File: src/sbl_pkg.sv
// constants, register map and states of the secure boot and otp loader
// assumes one 100 mhz clock, an otp read port whose data is valid while the read strobe is high, and a byte-wise flash reader
package sbl_pkg;
    localparam int CLK_MHZ = 100;
    localparam int RST_DELAY_US = 15;
    localparam int RST_DELAY_CYC = RST_DELAY_US * CLK_MHZ;
    localparam logic [31:0] SKIP_CRC = 32'h0D15_AB1E;
    localparam logic [31:0] CRC_POLY = 32'hEDB8_8320;
    localparam logic [31:0] CRC_INIT = 32'hFFFF_FFFF;
    localparam int OTP_SECTORS = 4;
    localparam int OTP_ROWS = 512;
    localparam int OTP_AW = 12;
    localparam logic [11:0] OTP_SEC_ROW = 12'h0800;
    localparam logic [11:0] OTP_BOOT_ROW = 12'h0000;
    localparam logic [31:0] RAM_BASE = 32'h0000_0000;
    localparam int SEC_JTAG_DIS = 0;
    localparam int SEC_LINK_DIS = 1;
    localparam int SEC_BOOT_OTP = 5;
    localparam int SEC_REDUND = 7;
    localparam int SEC_LOCK0 = 8;
    localparam int SEC_MASTER = 12;
    localparam int SEC_JTAG_OTP = 13;
    localparam int SEC_GP_LO = 15;
    localparam int SEC_GP_HI = 21;
    localparam int SEC_UID_LO = 22;
    localparam int SEC_UID_HI = 31;
    localparam logic [23:0] REG_SEC = 24'h00_0000;
    localparam logic [23:0] REG_STATUS = 24'h00_0004;
    localparam logic [23:0] REG_PRG_ADDR = 24'h10_0200;
    localparam logic [23:0] REG_PRG_DATA = 24'h20_0100;
    localparam logic [23:0] REG_PRG_CTRL = 24'h10_0300;
    localparam int CTRL_GO = 0;
    localparam int CTRL_CLR = 1;
    localparam logic [31:0] SEC_RESET = 32'h0000_0000;
    typedef enum logic [3:0] {
        ST_HOLD, ST_DELAY, ST_SEC, ST_SECW, ST_REQ, ST_FLW, ST_OTPR, ST_OTPW, ST_OTPB,
        ST_CHECK, ST_RUN, ST_FAIL
    } sbl_state_t;
    typedef enum logic [1:0] {
        PH_SIZE, PH_PROG, PH_CHK
    } sbl_phase_t;
endpackage

File: src/sbl_loader.sv
// boot sequencer, image loader, crc checker and security configuration holder
// assumes otp read data valid in the cycle otp_rd is high, flash bytes answered by flash_valid
`timescale 1ns/1ns
module sbl_loader #(
    parameter int RAM_AW = 16
) (
    input wire logic clock,
    input wire logic srst,
    input wire logic ext_rst_n,
    input wire logic [23:0] reg_addr,
    input wire logic [31:0] reg_wdata,
    input wire logic reg_we,
    input wire logic reg_re,
    output logic [31:0] reg_rdata,
    output logic flash_req,
    input wire logic flash_valid,
    input wire logic [7:0] flash_byte,
    output logic otp_rd,
    output logic [11:0] otp_raddr,
    input wire logic [31:0] otp_rdata,
    output logic otp_prog,
    output logic [11:0] otp_paddr,
    output logic [31:0] otp_pdata,
    output logic ram_we,
    output logic [RAM_AW-1:0] ram_addr,
    output logic [31:0] ram_wdata,
    output logic core_rst,
    output logic core_run,
    output logic [31:0] core_pc,
    output logic gpio_pd_en,
    output logic jtag_dis,
    output logic link_dis,
    output logic jtag_otp_dis,
    output logic otp_redund_en,
    output logic [9:0] user_id
);
    if (RAM_AW < 2 || RAM_AW > 30) begin : g_chk
        $error("RAM_AW out of range");
    end

    localparam int DLY_W = $clog2(sbl_pkg::RST_DELAY_CYC + 1);
    localparam logic [DLY_W-1:0] DLY_LAST = DLY_W'(sbl_pkg::RST_DELAY_CYC - 1);

    function automatic logic [31:0] sbl_crc8(input logic [31:0] c, input logic [7:0] d);
        logic [31:0] x;
        x = c ^ {24'h00_0000, d};
        for (int i = 0; i < 8; i++) begin
            x = x[0] ? ((x >> 1) ^ sbl_pkg::CRC_POLY) : (x >> 1);
        end
        return x;
    endfunction

    sbl_pkg::sbl_state_t st_r;
    sbl_pkg::sbl_phase_t ph_r;
    logic [DLY_W-1:0] dly_r;
    logic [31:0] sec_r;
    logic sec_valid_r;
    logic [31:0] word_sh_r;
    logic [1:0] bcnt_r;
    logic [31:0] size_r;
    logic [31:0] rem_r;
    logic [31:0] chk_r;
    logic [31:0] crc_r;
    logic [31:0] ob_word_r;
    logic [1:0] ob_cnt_r;
    logic [11:0] otp_ptr_r;
    logic [15:0] prg_addr_r;
    logic [31:0] prg_data_r;
    logic refused_r;
    logic flash_req_r, otp_rd_r, otp_prog_r, ram_we_r, core_rst_r, core_run_r, gpio_pd_en_r;
    logic jtag_dis_r, link_dis_r, jtag_otp_dis_r, otp_redund_en_r;
    logic [11:0] otp_raddr_r, otp_paddr_r;
    logic [31:0] otp_pdata_r, ram_wdata_r, core_pc_r, reg_rdata_r;
    logic [RAM_AW-1:0] ram_addr_r;
    logic [9:0] user_id_r;

    logic got_byte;
    logic [7:0] cur_byte;
    logic [31:0] full_word;
    logic word_done;
    logic image_done;
    logic go_wr;
    logic prg_ok;

    // one byte per cycle from the otp shift word, or the flash answer
    assign got_byte = (st_r == sbl_pkg::ST_FLW && flash_valid) || st_r == sbl_pkg::ST_OTPB;
    assign cur_byte = (st_r == sbl_pkg::ST_OTPB) ? ob_word_r[7:0] : flash_byte;
    assign full_word = {cur_byte, word_sh_r[31:8]};
    assign word_done = got_byte && bcnt_r == 2'd3;
    assign image_done = word_done && ph_r == sbl_pkg::PH_CHK;
    assign go_wr = reg_we && reg_addr == sbl_pkg::REG_PRG_CTRL && reg_wdata[sbl_pkg::CTRL_GO];

    // programming is refused until the security word is known, and by every lock
    always_comb begin
        prg_ok = sec_valid_r && !sec_r[sbl_pkg::SEC_MASTER];
        if (prg_addr_r[11:0] == sbl_pkg::OTP_SEC_ROW && prg_addr_r[15:12] == 4'h0) begin
            prg_ok = prg_ok;
        end else if (prg_addr_r < 16'(sbl_pkg::OTP_SECTORS * sbl_pkg::OTP_ROWS)) begin
            prg_ok = prg_ok && !sec_r[sbl_pkg::SEC_LOCK0 + int'(prg_addr_r[10:9])];
        end else begin
            prg_ok = 1'b0;
        end
    end

    // boot sequencer
    always_ff @(posedge clock) begin
        if (srst || !ext_rst_n) begin
            st_r <= sbl_pkg::ST_HOLD;
        end else begin
            case (st_r)
                sbl_pkg::ST_HOLD: st_r <= sbl_pkg::ST_DELAY;
                sbl_pkg::ST_DELAY: if (dly_r == DLY_LAST) st_r <= sbl_pkg::ST_SEC;
                sbl_pkg::ST_SEC: st_r <= sbl_pkg::ST_SECW;
                sbl_pkg::ST_SECW: st_r <= sbl_pkg::ST_REQ;
                sbl_pkg::ST_REQ: begin
                    if (sec_r[sbl_pkg::SEC_BOOT_OTP]) begin
                        st_r <= sbl_pkg::ST_OTPR;
                    end else begin
                        st_r <= sbl_pkg::ST_FLW;
                    end
                end
                sbl_pkg::ST_FLW: begin
                    if (image_done) begin
                        st_r <= sbl_pkg::ST_CHECK;
                    end else if (flash_valid) begin
                        st_r <= sbl_pkg::ST_REQ;
                    end
                end
                sbl_pkg::ST_OTPR: st_r <= sbl_pkg::ST_OTPW;
                sbl_pkg::ST_OTPW: st_r <= sbl_pkg::ST_OTPB;
                sbl_pkg::ST_OTPB: begin
                    if (image_done) begin
                        st_r <= sbl_pkg::ST_CHECK;
                    end else if (ob_cnt_r == 2'd3) begin
                        st_r <= sbl_pkg::ST_REQ;
                    end
                end
                sbl_pkg::ST_CHECK: begin
                    // skip word or a matching complemented crc lets the program run
                    if (chk_r == sbl_pkg::SKIP_CRC || chk_r == ~crc_r) begin
                        st_r <= sbl_pkg::ST_RUN;
                    end else begin
                        st_r <= sbl_pkg::ST_FAIL;
                    end
                end
                sbl_pkg::ST_RUN: st_r <= sbl_pkg::ST_RUN;
                sbl_pkg::ST_FAIL: st_r <= sbl_pkg::ST_FAIL;
                default: st_r <= sbl_pkg::ST_HOLD;
            endcase
        end
    end

    always_ff @(posedge clock) begin
        if (st_r == sbl_pkg::ST_DELAY) begin
            dly_r <= dly_r + 1'b1;
        end else begin
            dly_r <= '0;
        end
    end

    // security word: loaded from otp, only the general purpose field is software writable
    always_ff @(posedge clock) begin
        if (srst || !ext_rst_n) begin
            sec_r <= sbl_pkg::SEC_RESET;
            sec_valid_r <= 1'b0;
        end else if (st_r == sbl_pkg::ST_SECW) begin
            sec_r <= otp_rdata;
            sec_valid_r <= 1'b1;
        end else if (reg_we && reg_addr == sbl_pkg::REG_SEC && sec_valid_r) begin
            sec_r[sbl_pkg::SEC_GP_HI:sbl_pkg::SEC_GP_LO] <= reg_wdata[sbl_pkg::SEC_GP_HI:sbl_pkg::SEC_GP_LO];
        end
    end

    // byte assembler, phase tracking and crc
    always_ff @(posedge clock) begin
        if (st_r == sbl_pkg::ST_HOLD) begin
            ph_r <= sbl_pkg::PH_SIZE;
            bcnt_r <= 2'd0;
            word_sh_r <= '0;
            size_r <= '0;
            rem_r <= '0;
            chk_r <= '0;
            crc_r <= sbl_pkg::CRC_INIT;
        end else if (got_byte) begin
            word_sh_r <= full_word;
            bcnt_r <= bcnt_r + 2'd1;
            if (ph_r != sbl_pkg::PH_CHK) begin
                crc_r <= sbl_crc8(crc_r, cur_byte);
            end
            if (word_done) begin
                case (ph_r)
                    sbl_pkg::PH_SIZE: begin
                        size_r <= full_word;
                        rem_r <= full_word;
                        ph_r <= (full_word == 32'h0000_0000) ? sbl_pkg::PH_CHK : sbl_pkg::PH_PROG;
                    end
                    sbl_pkg::PH_PROG: begin
                        rem_r <= rem_r - 32'd1;
                        if (rem_r == 32'd1) ph_r <= sbl_pkg::PH_CHK;
                    end
                    sbl_pkg::PH_CHK: chk_r <= full_word;
                    default: ph_r <= sbl_pkg::PH_SIZE;
                endcase
            end
        end
    end

    // otp word fetch for secure boot, reading up from row 0
    always_ff @(posedge clock) begin
        if (st_r == sbl_pkg::ST_HOLD) begin
            otp_ptr_r <= sbl_pkg::OTP_BOOT_ROW;
            ob_word_r <= '0;
            ob_cnt_r <= 2'd0;
        end else if (st_r == sbl_pkg::ST_OTPW) begin
            ob_word_r <= otp_rdata;
            ob_cnt_r <= 2'd0;
            otp_ptr_r <= otp_ptr_r + 12'd1;
        end else if (st_r == sbl_pkg::ST_OTPB) begin
            ob_word_r <= {8'h00, ob_word_r[31:8]};
            ob_cnt_r <= ob_cnt_r + 2'd1;
        end
    end

    // port strobes toward flash, otp and ram
    always_ff @(posedge clock) begin
        if (srst) begin
            flash_req_r <= 1'b0;
            otp_rd_r <= 1'b0;
            otp_raddr_r <= '0;
            ram_we_r <= 1'b0;
            ram_addr_r <= '0;
            ram_wdata_r <= '0;
        end else begin
            flash_req_r <= st_r == sbl_pkg::ST_REQ && !sec_r[sbl_pkg::SEC_BOOT_OTP];
            otp_rd_r <= st_r == sbl_pkg::ST_SEC || st_r == sbl_pkg::ST_OTPR;
            otp_raddr_r <= (st_r == sbl_pkg::ST_SEC) ? sbl_pkg::OTP_SEC_ROW : otp_ptr_r;
            ram_we_r <= word_done && ph_r == sbl_pkg::PH_PROG;
            ram_wdata_r <= full_word;
            if (st_r == sbl_pkg::ST_HOLD) begin
                ram_addr_r <= RAM_AW'(sbl_pkg::RAM_BASE);
            end else if (ram_we_r) begin
                ram_addr_r <= ram_addr_r + 1'b1;
            end
        end
    end

    // core control and security outputs; disables stay on until the word is loaded
    always_ff @(posedge clock) begin
        if (srst) begin
            core_rst_r <= 1'b1;
            core_run_r <= 1'b0;
            core_pc_r <= sbl_pkg::RAM_BASE;
            gpio_pd_en_r <= 1'b1;
            jtag_dis_r <= 1'b1;
            link_dis_r <= 1'b1;
            jtag_otp_dis_r <= 1'b1;
            otp_redund_en_r <= 1'b0;
            user_id_r <= '0;
        end else begin
            gpio_pd_en_r <= !ext_rst_n;
            // the pin must win over a running program, or the core leaves reset for one cycle
            core_rst_r <= st_r != sbl_pkg::ST_RUN || !ext_rst_n;
            core_run_r <= st_r == sbl_pkg::ST_RUN && ext_rst_n;
            core_pc_r <= sbl_pkg::RAM_BASE;
            jtag_dis_r <= !sec_valid_r || sec_r[sbl_pkg::SEC_JTAG_DIS];
            link_dis_r <= !sec_valid_r || sec_r[sbl_pkg::SEC_LINK_DIS];
            jtag_otp_dis_r <= !sec_valid_r || sec_r[sbl_pkg::SEC_JTAG_OTP];
            otp_redund_en_r <= sec_valid_r && sec_r[sbl_pkg::SEC_REDUND];
            user_id_r <= sec_r[sbl_pkg::SEC_UID_HI:sbl_pkg::SEC_UID_LO];
        end
    end

    // otp programming ports; a refused go sets a sticky flag, set beats clear
    always_ff @(posedge clock) begin
        if (srst) begin
            prg_addr_r <= '0;
            prg_data_r <= '0;
            refused_r <= 1'b0;
            otp_prog_r <= 1'b0;
            otp_paddr_r <= '0;
            otp_pdata_r <= '0;
        end else begin
            if (reg_we && reg_addr == sbl_pkg::REG_PRG_ADDR) prg_addr_r <= reg_wdata[15:0];
            if (reg_we && reg_addr == sbl_pkg::REG_PRG_DATA) prg_data_r <= reg_wdata;
            otp_prog_r <= go_wr && prg_ok;
            otp_paddr_r <= prg_addr_r[11:0];
            otp_pdata_r <= prg_data_r;
            if (go_wr && !prg_ok) begin
                refused_r <= 1'b1;
            end else if (reg_we && reg_addr == sbl_pkg::REG_PRG_CTRL && reg_wdata[sbl_pkg::CTRL_CLR]) begin
                refused_r <= 1'b0;
            end
        end
    end

    // register reads, data in the cycle after the strobe, unmapped reads zero
    always_ff @(posedge clock) begin
        if (srst) begin
            reg_rdata_r <= '0;
        end else if (reg_re) begin
            case (reg_addr)
                sbl_pkg::REG_SEC: reg_rdata_r <= sec_r;
                sbl_pkg::REG_STATUS: reg_rdata_r <= {27'h000_0000, refused_r, st_r == sbl_pkg::ST_FAIL,
                    core_run_r, sec_r[sbl_pkg::SEC_BOOT_OTP], sec_valid_r};
                sbl_pkg::REG_PRG_ADDR: reg_rdata_r <= {16'h0000, prg_addr_r};
                sbl_pkg::REG_PRG_DATA: reg_rdata_r <= prg_data_r;
                sbl_pkg::REG_PRG_CTRL: reg_rdata_r <= {30'h0000_0000, refused_r, 1'b0};
                default: reg_rdata_r <= '0;
            endcase
        end else begin
            reg_rdata_r <= '0;
        end
    end

    assign reg_rdata = reg_rdata_r;
    assign flash_req = flash_req_r;
    assign otp_rd = otp_rd_r;
    assign otp_raddr = otp_raddr_r;
    assign otp_prog = otp_prog_r;
    assign otp_paddr = otp_paddr_r;
    assign otp_pdata = otp_pdata_r;
    assign ram_we = ram_we_r;
    assign ram_addr = ram_addr_r;
    assign ram_wdata = ram_wdata_r;
    assign core_rst = core_rst_r;
    assign core_run = core_run_r;
    assign core_pc = core_pc_r;
    assign gpio_pd_en = gpio_pd_en_r;
    assign jtag_dis = jtag_dis_r;
    assign link_dis = link_dis_r;
    assign jtag_otp_dis = jtag_otp_dis_r;
    assign otp_redund_en = otp_redund_en_r;
    assign user_id = user_id_r;

    pd_hold_a: assert property (@(posedge clock) disable iff (srst)
        !ext_rst_n |=> gpio_pd_en && core_rst && !core_run)
        else $error("pull-down or reset not held during pin reset");
    boot_delay_a: assert property (@(posedge clock) disable iff (srst)
        (st_r == sbl_pkg::ST_SEC) |-> $past(st_r == sbl_pkg::ST_DELAY) && $past(dly_r) == DLY_LAST)
        else $error("boot started before reset delay");
    sec_first_a: assert property (@(posedge clock) disable iff (srst)
        (flash_req || ram_we || (otp_rd && otp_raddr != sbl_pkg::OTP_SEC_ROW)) |-> sec_valid_r)
        else $error("boot access before security word loaded");
    src_sel_a: assert property (@(posedge clock) disable iff (srst)
        (flash_req |-> !sec_r[sbl_pkg::SEC_BOOT_OTP]) and
        ((otp_rd && sec_valid_r) |-> sec_r[sbl_pkg::SEC_BOOT_OTP]))
        else $error("wrong boot source");
    prog_lock_a: assert property (@(posedge clock) disable iff (srst || !ext_rst_n)
        otp_prog |-> $past(sec_valid_r) && !$past(sec_r[sbl_pkg::SEC_MASTER]) &&
        (otp_paddr == sbl_pkg::OTP_SEC_ROW || !$past(sec_r[sbl_pkg::SEC_LOCK0 + int'(otp_paddr[10:9])])))
        else $error("otp programmed through a lock");
    sec_out_a: assert property (@(posedge clock) disable iff (srst)
        !sec_valid_r |=> jtag_dis && link_dis && jtag_otp_dis && !otp_redund_en)
        else $error("security disables released before load");
    run_check_a: assert property (@(posedge clock) disable iff (srst)
        $rose(core_run) |-> (chk_r == sbl_pkg::SKIP_CRC || chk_r == ~crc_r) && core_pc == sbl_pkg::RAM_BASE)
        else $error("program started without a valid check");
    ram_order_a: assert property (@(posedge clock) disable iff (srst)
        ram_we |-> 32'(ram_addr) == size_r - rem_r - 32'd1)
        else $error("ram written out of order");
    word_lsb_a: assert property (@(posedge clock) disable iff (srst || !ext_rst_n)
        (word_done && ph_r == sbl_pkg::PH_SIZE) |=> size_r[31:24] == $past(cur_byte) &&
        size_r[23:0] == $past(word_sh_r[31:8]))
        else $error("word count not assembled lsb first");
endmodule

File: config.mk
export PLATFORM = sky130hd
export DESIGN_NAME = sbl_loader
export DESIGN_NICKNAME = d
export VERILOG_FILES = /design/src/sbl_pkg.sv /design/src/sbl_loader.sv
export SDC_FILE = /design/constraint.sdc
export NUM_CORES = 1
export LEC_CHECK = 0
export BUFFER_PORTS_ARGS = -buffer_cell sky130_fd_sc_hd__buf_2
export CAP_MARGIN = 15
export CORE_MARGIN = 3
export CORE_UTILIZATION = 46
export DETAILED_ROUTE_END_ITERATION = 10
export PLACE_DENSITY = 0.69
export SYNTH_ARGS = -nofsm -noshare
export SYNTH_HDL_FRONTEND = slang
export SYNTH_SLANG_ARGS = --single-unit
File: constraint.sdc
create_clock -name clock -period 3.4 [get_ports clock]
set_clock_uncertainty 0.1 [all_clocks]
set_input_delay 0.34 -clock clock [delete_from_list [all_inputs] [get_ports clock]]
set_output_delay 0.34 -clock clock [all_outputs]
set_load 0.005 [all_outputs]
Word level (Yosys, flattened, before mapping):

Index checks and enable logic that the tools add are counted.

* output and inout bits: 189
* bits in registers: 432
* word-level logic and storage cells: 172

* equality and inequality tests: 30
* add/subtract/negate cells: 7
* $lt $le $gt $ge: 2
* bitwise logic cells: 12
* reduce and logical (&&, ||, !) cells: 51
* mux-type cells: 34

Operators by type and width (number)
* two-way mux 32 bit: 10
* one-hot mux 32 bit (5 select lines): 1
* NOT 13 -> 14 bit: 8
* one-hot mux 32 bit (2 select lines): 1
* == test 24 x 21 -> 1 bit, second input constant: 2
* one-hot mux 4 bit (12 select lines): 1
* == test 32 x 1 -> 1 bit, second input constant: 1
* == test 32 x 28 -> 1 bit, second input constant: 1
* == test 32 bit: 1
* logical NOT 32 bit: 1
* NOT 32 bit: 1
* subtractor 32 x 1 -> 32 bit, second input constant: 1
* XOR 32 x 8 -> 32 bit: 1
* == test 24 x 22 -> 1 bit, second input constant: 1
* == test 24 x 3 -> 1 bit, second input constant: 1
* logical NOT 24 bit: 1
* two-way mux 4 bit: 5
* logical AND 1 bit: 19
* adder 16 x 1 -> 16 bit, second input constant: 1
* == test 4 x 3 -> 1 bit, second input constant: 4
* == test 4 bit, second input constant: 4
* < comparator 16 x 12 -> 1 bit, second input constant: 1
* two-way mux 7 bit: 2
* adder 12 x 1 -> 12 bit, second input constant: 1
* other kinds (29): 66

Depth between registers and ports, before layout:

* word-level depth: 19
* depth in mapped cells: 11

Worst setup path after synthesis:

No wires, ideal clock.

* path kind: register to register
* from: register st_r[1]
* to: register crc_r[26]
* path buffers: 2
* arrival: 2487 ps
* library setup time: 115 ps
* path slack: 697 ps
* stages on the path, launching flop included: 9
* clock period less this slack: 2703 ps
* data required time: 3185 ps
* path through: dfxtp_1 -> buf_6 -> nor4b_4 -> buf_8 -> mux2i_4 -> xnor2_4 -> xnor2_1 -> xnor3_1 -> a21bo_2

* cells in the longest elaborated chain, start to end: 15
* elaborated cells between the ends (all ways): 22
* those cells by class: eq/ne: 2; mux: 9; bitwise: 7; reduce/logical: 4

RTL lines
* start: declaration: line sbl_loader.sv:53 `sbl_pkg::sbl_state_t st_r;`
* start signal: assignment: line sbl_loader.sv:108 `st_r <= sbl_pkg::ST_HOLD;`
* start signal: assignment: line sbl_loader.sv:111 `sbl_pkg::ST_HOLD: st_r <= sbl_pkg::ST_DELAY;`
* start signal: assignment: line sbl_loader.sv:112 `sbl_pkg::ST_DELAY: if (dly_r == DLY_LAST) st_r <= sbl_pkg::ST_SEC;`
* == test 4 bit: line sbl_loader.sv:86, sbl_loader.sv:87
* two-way mux 8 bit: line sbl_loader.sv:87 `assign cur_byte = (st_r == sbl_pkg::ST_OTPB) ? ob_word_r[7:0] : flash_byte;`
* XOR 32 x 8 -> 32 bit: line sbl_loader.sv:46 `x = c ^ {24'h00_0000, d};`
* two-way mux 32 bit (3 in series): line sbl_loader.sv:48 `x = x[0] ? ((x >> 1) ^ sbl_pkg::CRC_POLY) : (x >> 1);`
* NOT 13 -> 14 bit (no line)
* two-way mux 32 bit: line sbl_loader.sv:48
* NOT 13 -> 14 bit (no line)
* two-way mux 32 bit (2 in series): line sbl_loader.sv:48
* NOT 13 -> 14 bit (no line)
* two-way mux 32 bit: line sbl_loader.sv:48
* NOT 13 -> 14 bit (no line)
* two-way mux 32 bit: line sbl_loader.sv:48
* end signal: assignment: line sbl_loader.sv:183 `crc_r <= sbl_pkg::CRC_INIT;`
* end signal: assignment: line sbl_loader.sv:188 `crc_r <= sbl_crc8(crc_r, cur_byte);`
* end: declaration: line sbl_loader.sv:63 `logic [31:0] crc_r;`

Parallel ways exist; a longest one is shown, timed or not.
A chain may end at the register's enable or synchronous reset.

Final worst setup path:

* from: register st_r[2]
* to: register crc_r[26]

Same word-level chain as after synthesis.

==> impl_metrics.env <==
export IMPL_drive_above_1_share_pct=18.0
export IMPL_whs_path_depth=5
export IMPL_start_util_pct=46.8
export IMPL_worstMarginPinSlew_ns=1.04
export IMPL_syn_area_per_cell_um2=8.99
export IMPL_wl_per_cell_um=18.3
export IMPL_finalSetupViolCount=0
export IMPL_gr_max_usage_layer="met2"
export IMPL_fmax_mhz=337
export IMPL_cts_buffers=45
export IMPL_combPwrFrac_pct=5.2
export IMPL_met1_usage_pct=32.8
export IMPL_clockBufferDepth=3
export IMPL_synth_ff_latch_count=424
export IMPL_hold_path_class="primary input to register"
export IMPL_p_sw_share_pct=22.2
export IMPL_hold_viol=0
export IMPL_fp_row_count=71
export IMPL_r2r_slack_ns=0.43
export IMPL_drtAntennaViolNets=0
export IMPL_clk_pin_slew_ns=0.06
export IMPL_maxCapViolCount=0
export IMPL_slowest_stage="dfxtp_1"
export IMPL_crit_arrival_ns=3.33
export IMPL_cts_root_buffer="clkbuf_16"
export IMPL_portBuffers=258
export IMPL_critPathLaunchType="register"
export IMPL_peakVddDrop_uv=447
export IMPL_grt_pass1_wl_um=79000
export IMPL_fillers=3338
export IMPL_ctsResizeCount=0
export IMPL_critPathBufInv=1
export IMPL_io_pins=291
export IMPL_place_area_um2=19400
export IMPL_area_delta_synth_final_pct=21.4
export IMPL_dieArea_um2=40900
export IMPL_intPower_mw=8.16
export IMPL_clkPwrFrac_pct=47.3
export IMPL_register_area_um2=8490
export IMPL_period_share_pct=87.3
export IMPL_holdPathEnd="otp_prog"
export IMPL_syn_inst=1970
export IMPL_grt_max_degree=89
export IMPL_ys_warn_count=0
export IMPL_ys_seq_area_share_pct=47.9
export IMPL_reg2reg_from="st_r[2]"
export IMPL_p_leak_nw=8.27
export IMPL_drtIter0Drc=1257
export IMPL_core_area_um2=37800
export IMPL_pwr_density_cell_nw_per_um2=488
export IMPL_path_max_fanout=16
export IMPL_dr_pass1_iters=6
export IMPL_remaining_drc_errors=0
export IMPL_dp_hpwl_um=35600
export IMPL_grt_total_usage_pct=24.0
export IMPL_crit_family="XOR/XNOR gates"
export IMPL_drv_slew=0
export IMPL_final_area_um2=21500
export IMPL_clock_latency_ns=0.58
export IMPL_crit_chain="nor4b_4 -> buf_4 -> mux2i_4 -> xnor2_4 -> xnor2_1 -> xnor3_1 -> a21bo_2"
export IMPL_h_tree_depth=2
export IMPL_ys_types=73
export IMPL_run_status="finished clean"
export IMPL_min_from="reg_we"
export IMPL_grt_util_met2_pct=39.1
export IMPL_rsz0062_at_grt="false"
export IMPL_final_nets=2358
export IMPL_rr_endpoint="crc_r[26]"
export IMPL_die_w_um=202
export IMPL_p_seq_share_pct=47.5
export IMPL_finalWirelength_um=51200
export IMPL_maxSlewHeadroom_pct=30.1
export IMPL_fin_crit_ns=2.97
export IMPL_critPathMaxStageDelay_ns=0.48
export IMPL_async_flop_share_pct=0
export IMPL_endpoint_kind="register"
export IMPL_clock_sinks=424
export IMPL_multiInputGateArea_um2=8550
export IMPL_tns_ns=0
export IMPL_grt_pass1_vias=14225
export IMPL_vias_per_cell=5.41
export IMPL_die_h_um=202
export IMPL_synth_main_ff_cell="dfxtp_1"
export IMPL_num_vias=15106
export IMPL_grt_ovfl_total=0
export IMPL_crit_required_ns=3.76
export IMPL_reg2reg_depth=7
export IMPL_synth_edff_count=0
export IMPL_worstSetupPathType="register to register"
export IMPL_gp_congestion=0.904
export IMPL_use_met3_pct=4.67
export IMPL_antenna_found_initial=1
export IMPL_netlist_area_um2=17700
export IMPL_cts_tree="done"
export IMPL_p_sw_mw=2.34
==> power by group through the flow <==
stage / Clock, mW / Sequential (mW) / Combinational, mW
2_1_floorplan: 0 / 5.09 / 0.334
3_3_place_gp: 0 / 5.09 / 0.475
3_5_place_dp: 0 / 5.10 / 0.477
4_1_cts: 5.07 / 4.98 / 0.542
5_1_grt: 5.27 / 4.98 / 0.585
6_report: 4.97 / 4.99 / 0.545
==> cell usage after synthesis, drive strengths merged, types with 5 or more instances <==
cell type	number	area share, %
a22oi	43	1.8
o21a	6	0.25
and2	18	0.64
a22o	11	0.54
inv	16	0.34
clkbuf	113	2.4
buf	48	1.8
xnor2	80	5.1
o211ai	20	0.85
nor2b	87	3.1
a32o	6	0.34
nand2b	7	0.25
xor2	27	1.3
or4	8	0.34
nand3	25	0.71
a211oi	46	1.9
nand2	321	6.8
nand4	20	0.71
o21ai	40	1.1
ha	7	0.49
nor4	34	1.3
and4	6	0.30
a21oi	178	5.0
a311oi	8	0.40
a21o	5	0.21
nor3	34	0.96
a31oi	15	0.53
dfxtp	424	48
and3	14	0.49
mux2i	34	2.4
or3	14	0.49
xnor3	19	2.4
o22ai	6	0.21
nor2	183	3.9
==> metal layers <==
metal	share of wire [%]	wire length, um
met1	43	22000
met2	47	24000
met3	7.7	3930
met4	2.5	1260
met5	0	0
==> worst max-delay path by stage <==
stage	start	endpoint	depth (start not counted)
2_1_floorplan	st_r[1]	crc_r[26]	8
3_3_place_gp	st_r[2]	crc_r[26]	7
3_5_place_dp	st_r[2]	crc_r[18]	7
4_1_cts	st_r[2]	crc_r[18]	7
5_1_grt	st_r[2]	crc_r[18]	7
6_report	st_r[2]	crc_r[26]	7
==> placed cells by master (no fill, tap or decap), types with 27 or more instances in the layout <==
| master | instances |
|---|---|
| conb_1 | 32 |
| buf_4 | 40 |
| buf_2 | 257 |
| nor4_1 | 32 |
| xnor2_1 | 69 |
| nand2_1 | 321 |
| nor2b_1 | 87 |
| xor2_1 | 27 |
| a211oi_1 | 46 |
| o21ai_0 | 38 |
| a22oi_1 | 43 |
| clkbuf_16 | 46 |
| dlygate4sd3_1 | 64 |
| dfxtp_1 | 424 |
| a21oi_1 | 177 |
| nor3_1 | 34 |
| nor2_1 | 182 |
==> state kept, by name (all words and copies together) (netlist names), 2 cells and up <==
name        flops
chk_r          32
crc_r          32
ob_word_r      32
otp_pdata      32
prg_data_r     32
ram_wdata      32
reg_rdata      32
rem_r          32
sec_r          32
word_sh_r      24
prg_addr_r     16
ram_addr       16
otp_paddr      12
otp_ptr_r      12
otp_raddr      12
dly_r          11
user_id        10
st_r            4
bcnt_r          2
ob_cnt_r        2
ph_r            2
==> what timing repair did <==
| item | CTS | global route |
|---|---|---|
| hold buffers | 64 | 0 |
| hold endpoints to repair | 108 | 0 |
| setup buffers | 0 | 0 |
==> through the flow <==
step | hold WS, ns | instances | total power, mW | util [%] | setup slack [ns]
CTS | 0.0236 | 2792 | 10.6 | 56.8 | 0.446
finish | 0.0629 | 2793 | 10.5 | 56.8 | 0.430
global placement | 0.328 | 2649 | 5.57 | 51.1 | 0.505
detailed placement | 0.345 | 2649 | 5.57 | 51.1 | 0.460
global route | 0.0972 | 2793 | 10.8 | 56.8 | 0.307
floorplan | 0.318 | 2001 | 5.43 | - | 0.697
==> cell families (layout without fill, tap and decap cells) <==
group / Yosys count / after routing / synth area share, %
DFF: 424 / 424 / 47.9
AOI/OAI and AO/OA: 404 / 404 / 14.3
and+or+nand+nor: 790 / 790 / 20.9
adders and majority gates: 7 / 7 / 0.495
other: 1 / 33 / 0.0212
muxes: 39 / 39 / 2.77
buffers and inverters: 178 / 458 / 4.59
xor gates and xnor gates: 127 / 127 / 8.94
==> worst register-to-register path, stage by stage (launching register included) <==
cell     delay [ns]
dfxtp_1        0.48
nor4b_4        0.32
buf_4          0.33
mux2i_4        0.37
xnor2_4        0.16
xnor2_1        0.41
xnor3_1        0.47
a21bo_2        0.21
==> area by class of cell <==
type	instances	share of cell area, %
well taps	511	2.97
repair buffers	362	10.5
inverters	17	0.297
diodes	1	0.0116
clock inverters	22	1.12
flip-flops and latches	424	39.5
multi-input cells	1399	39.8
clock buffers	57	5.87
Note: power is estimated with default switching activity, not from simulation.
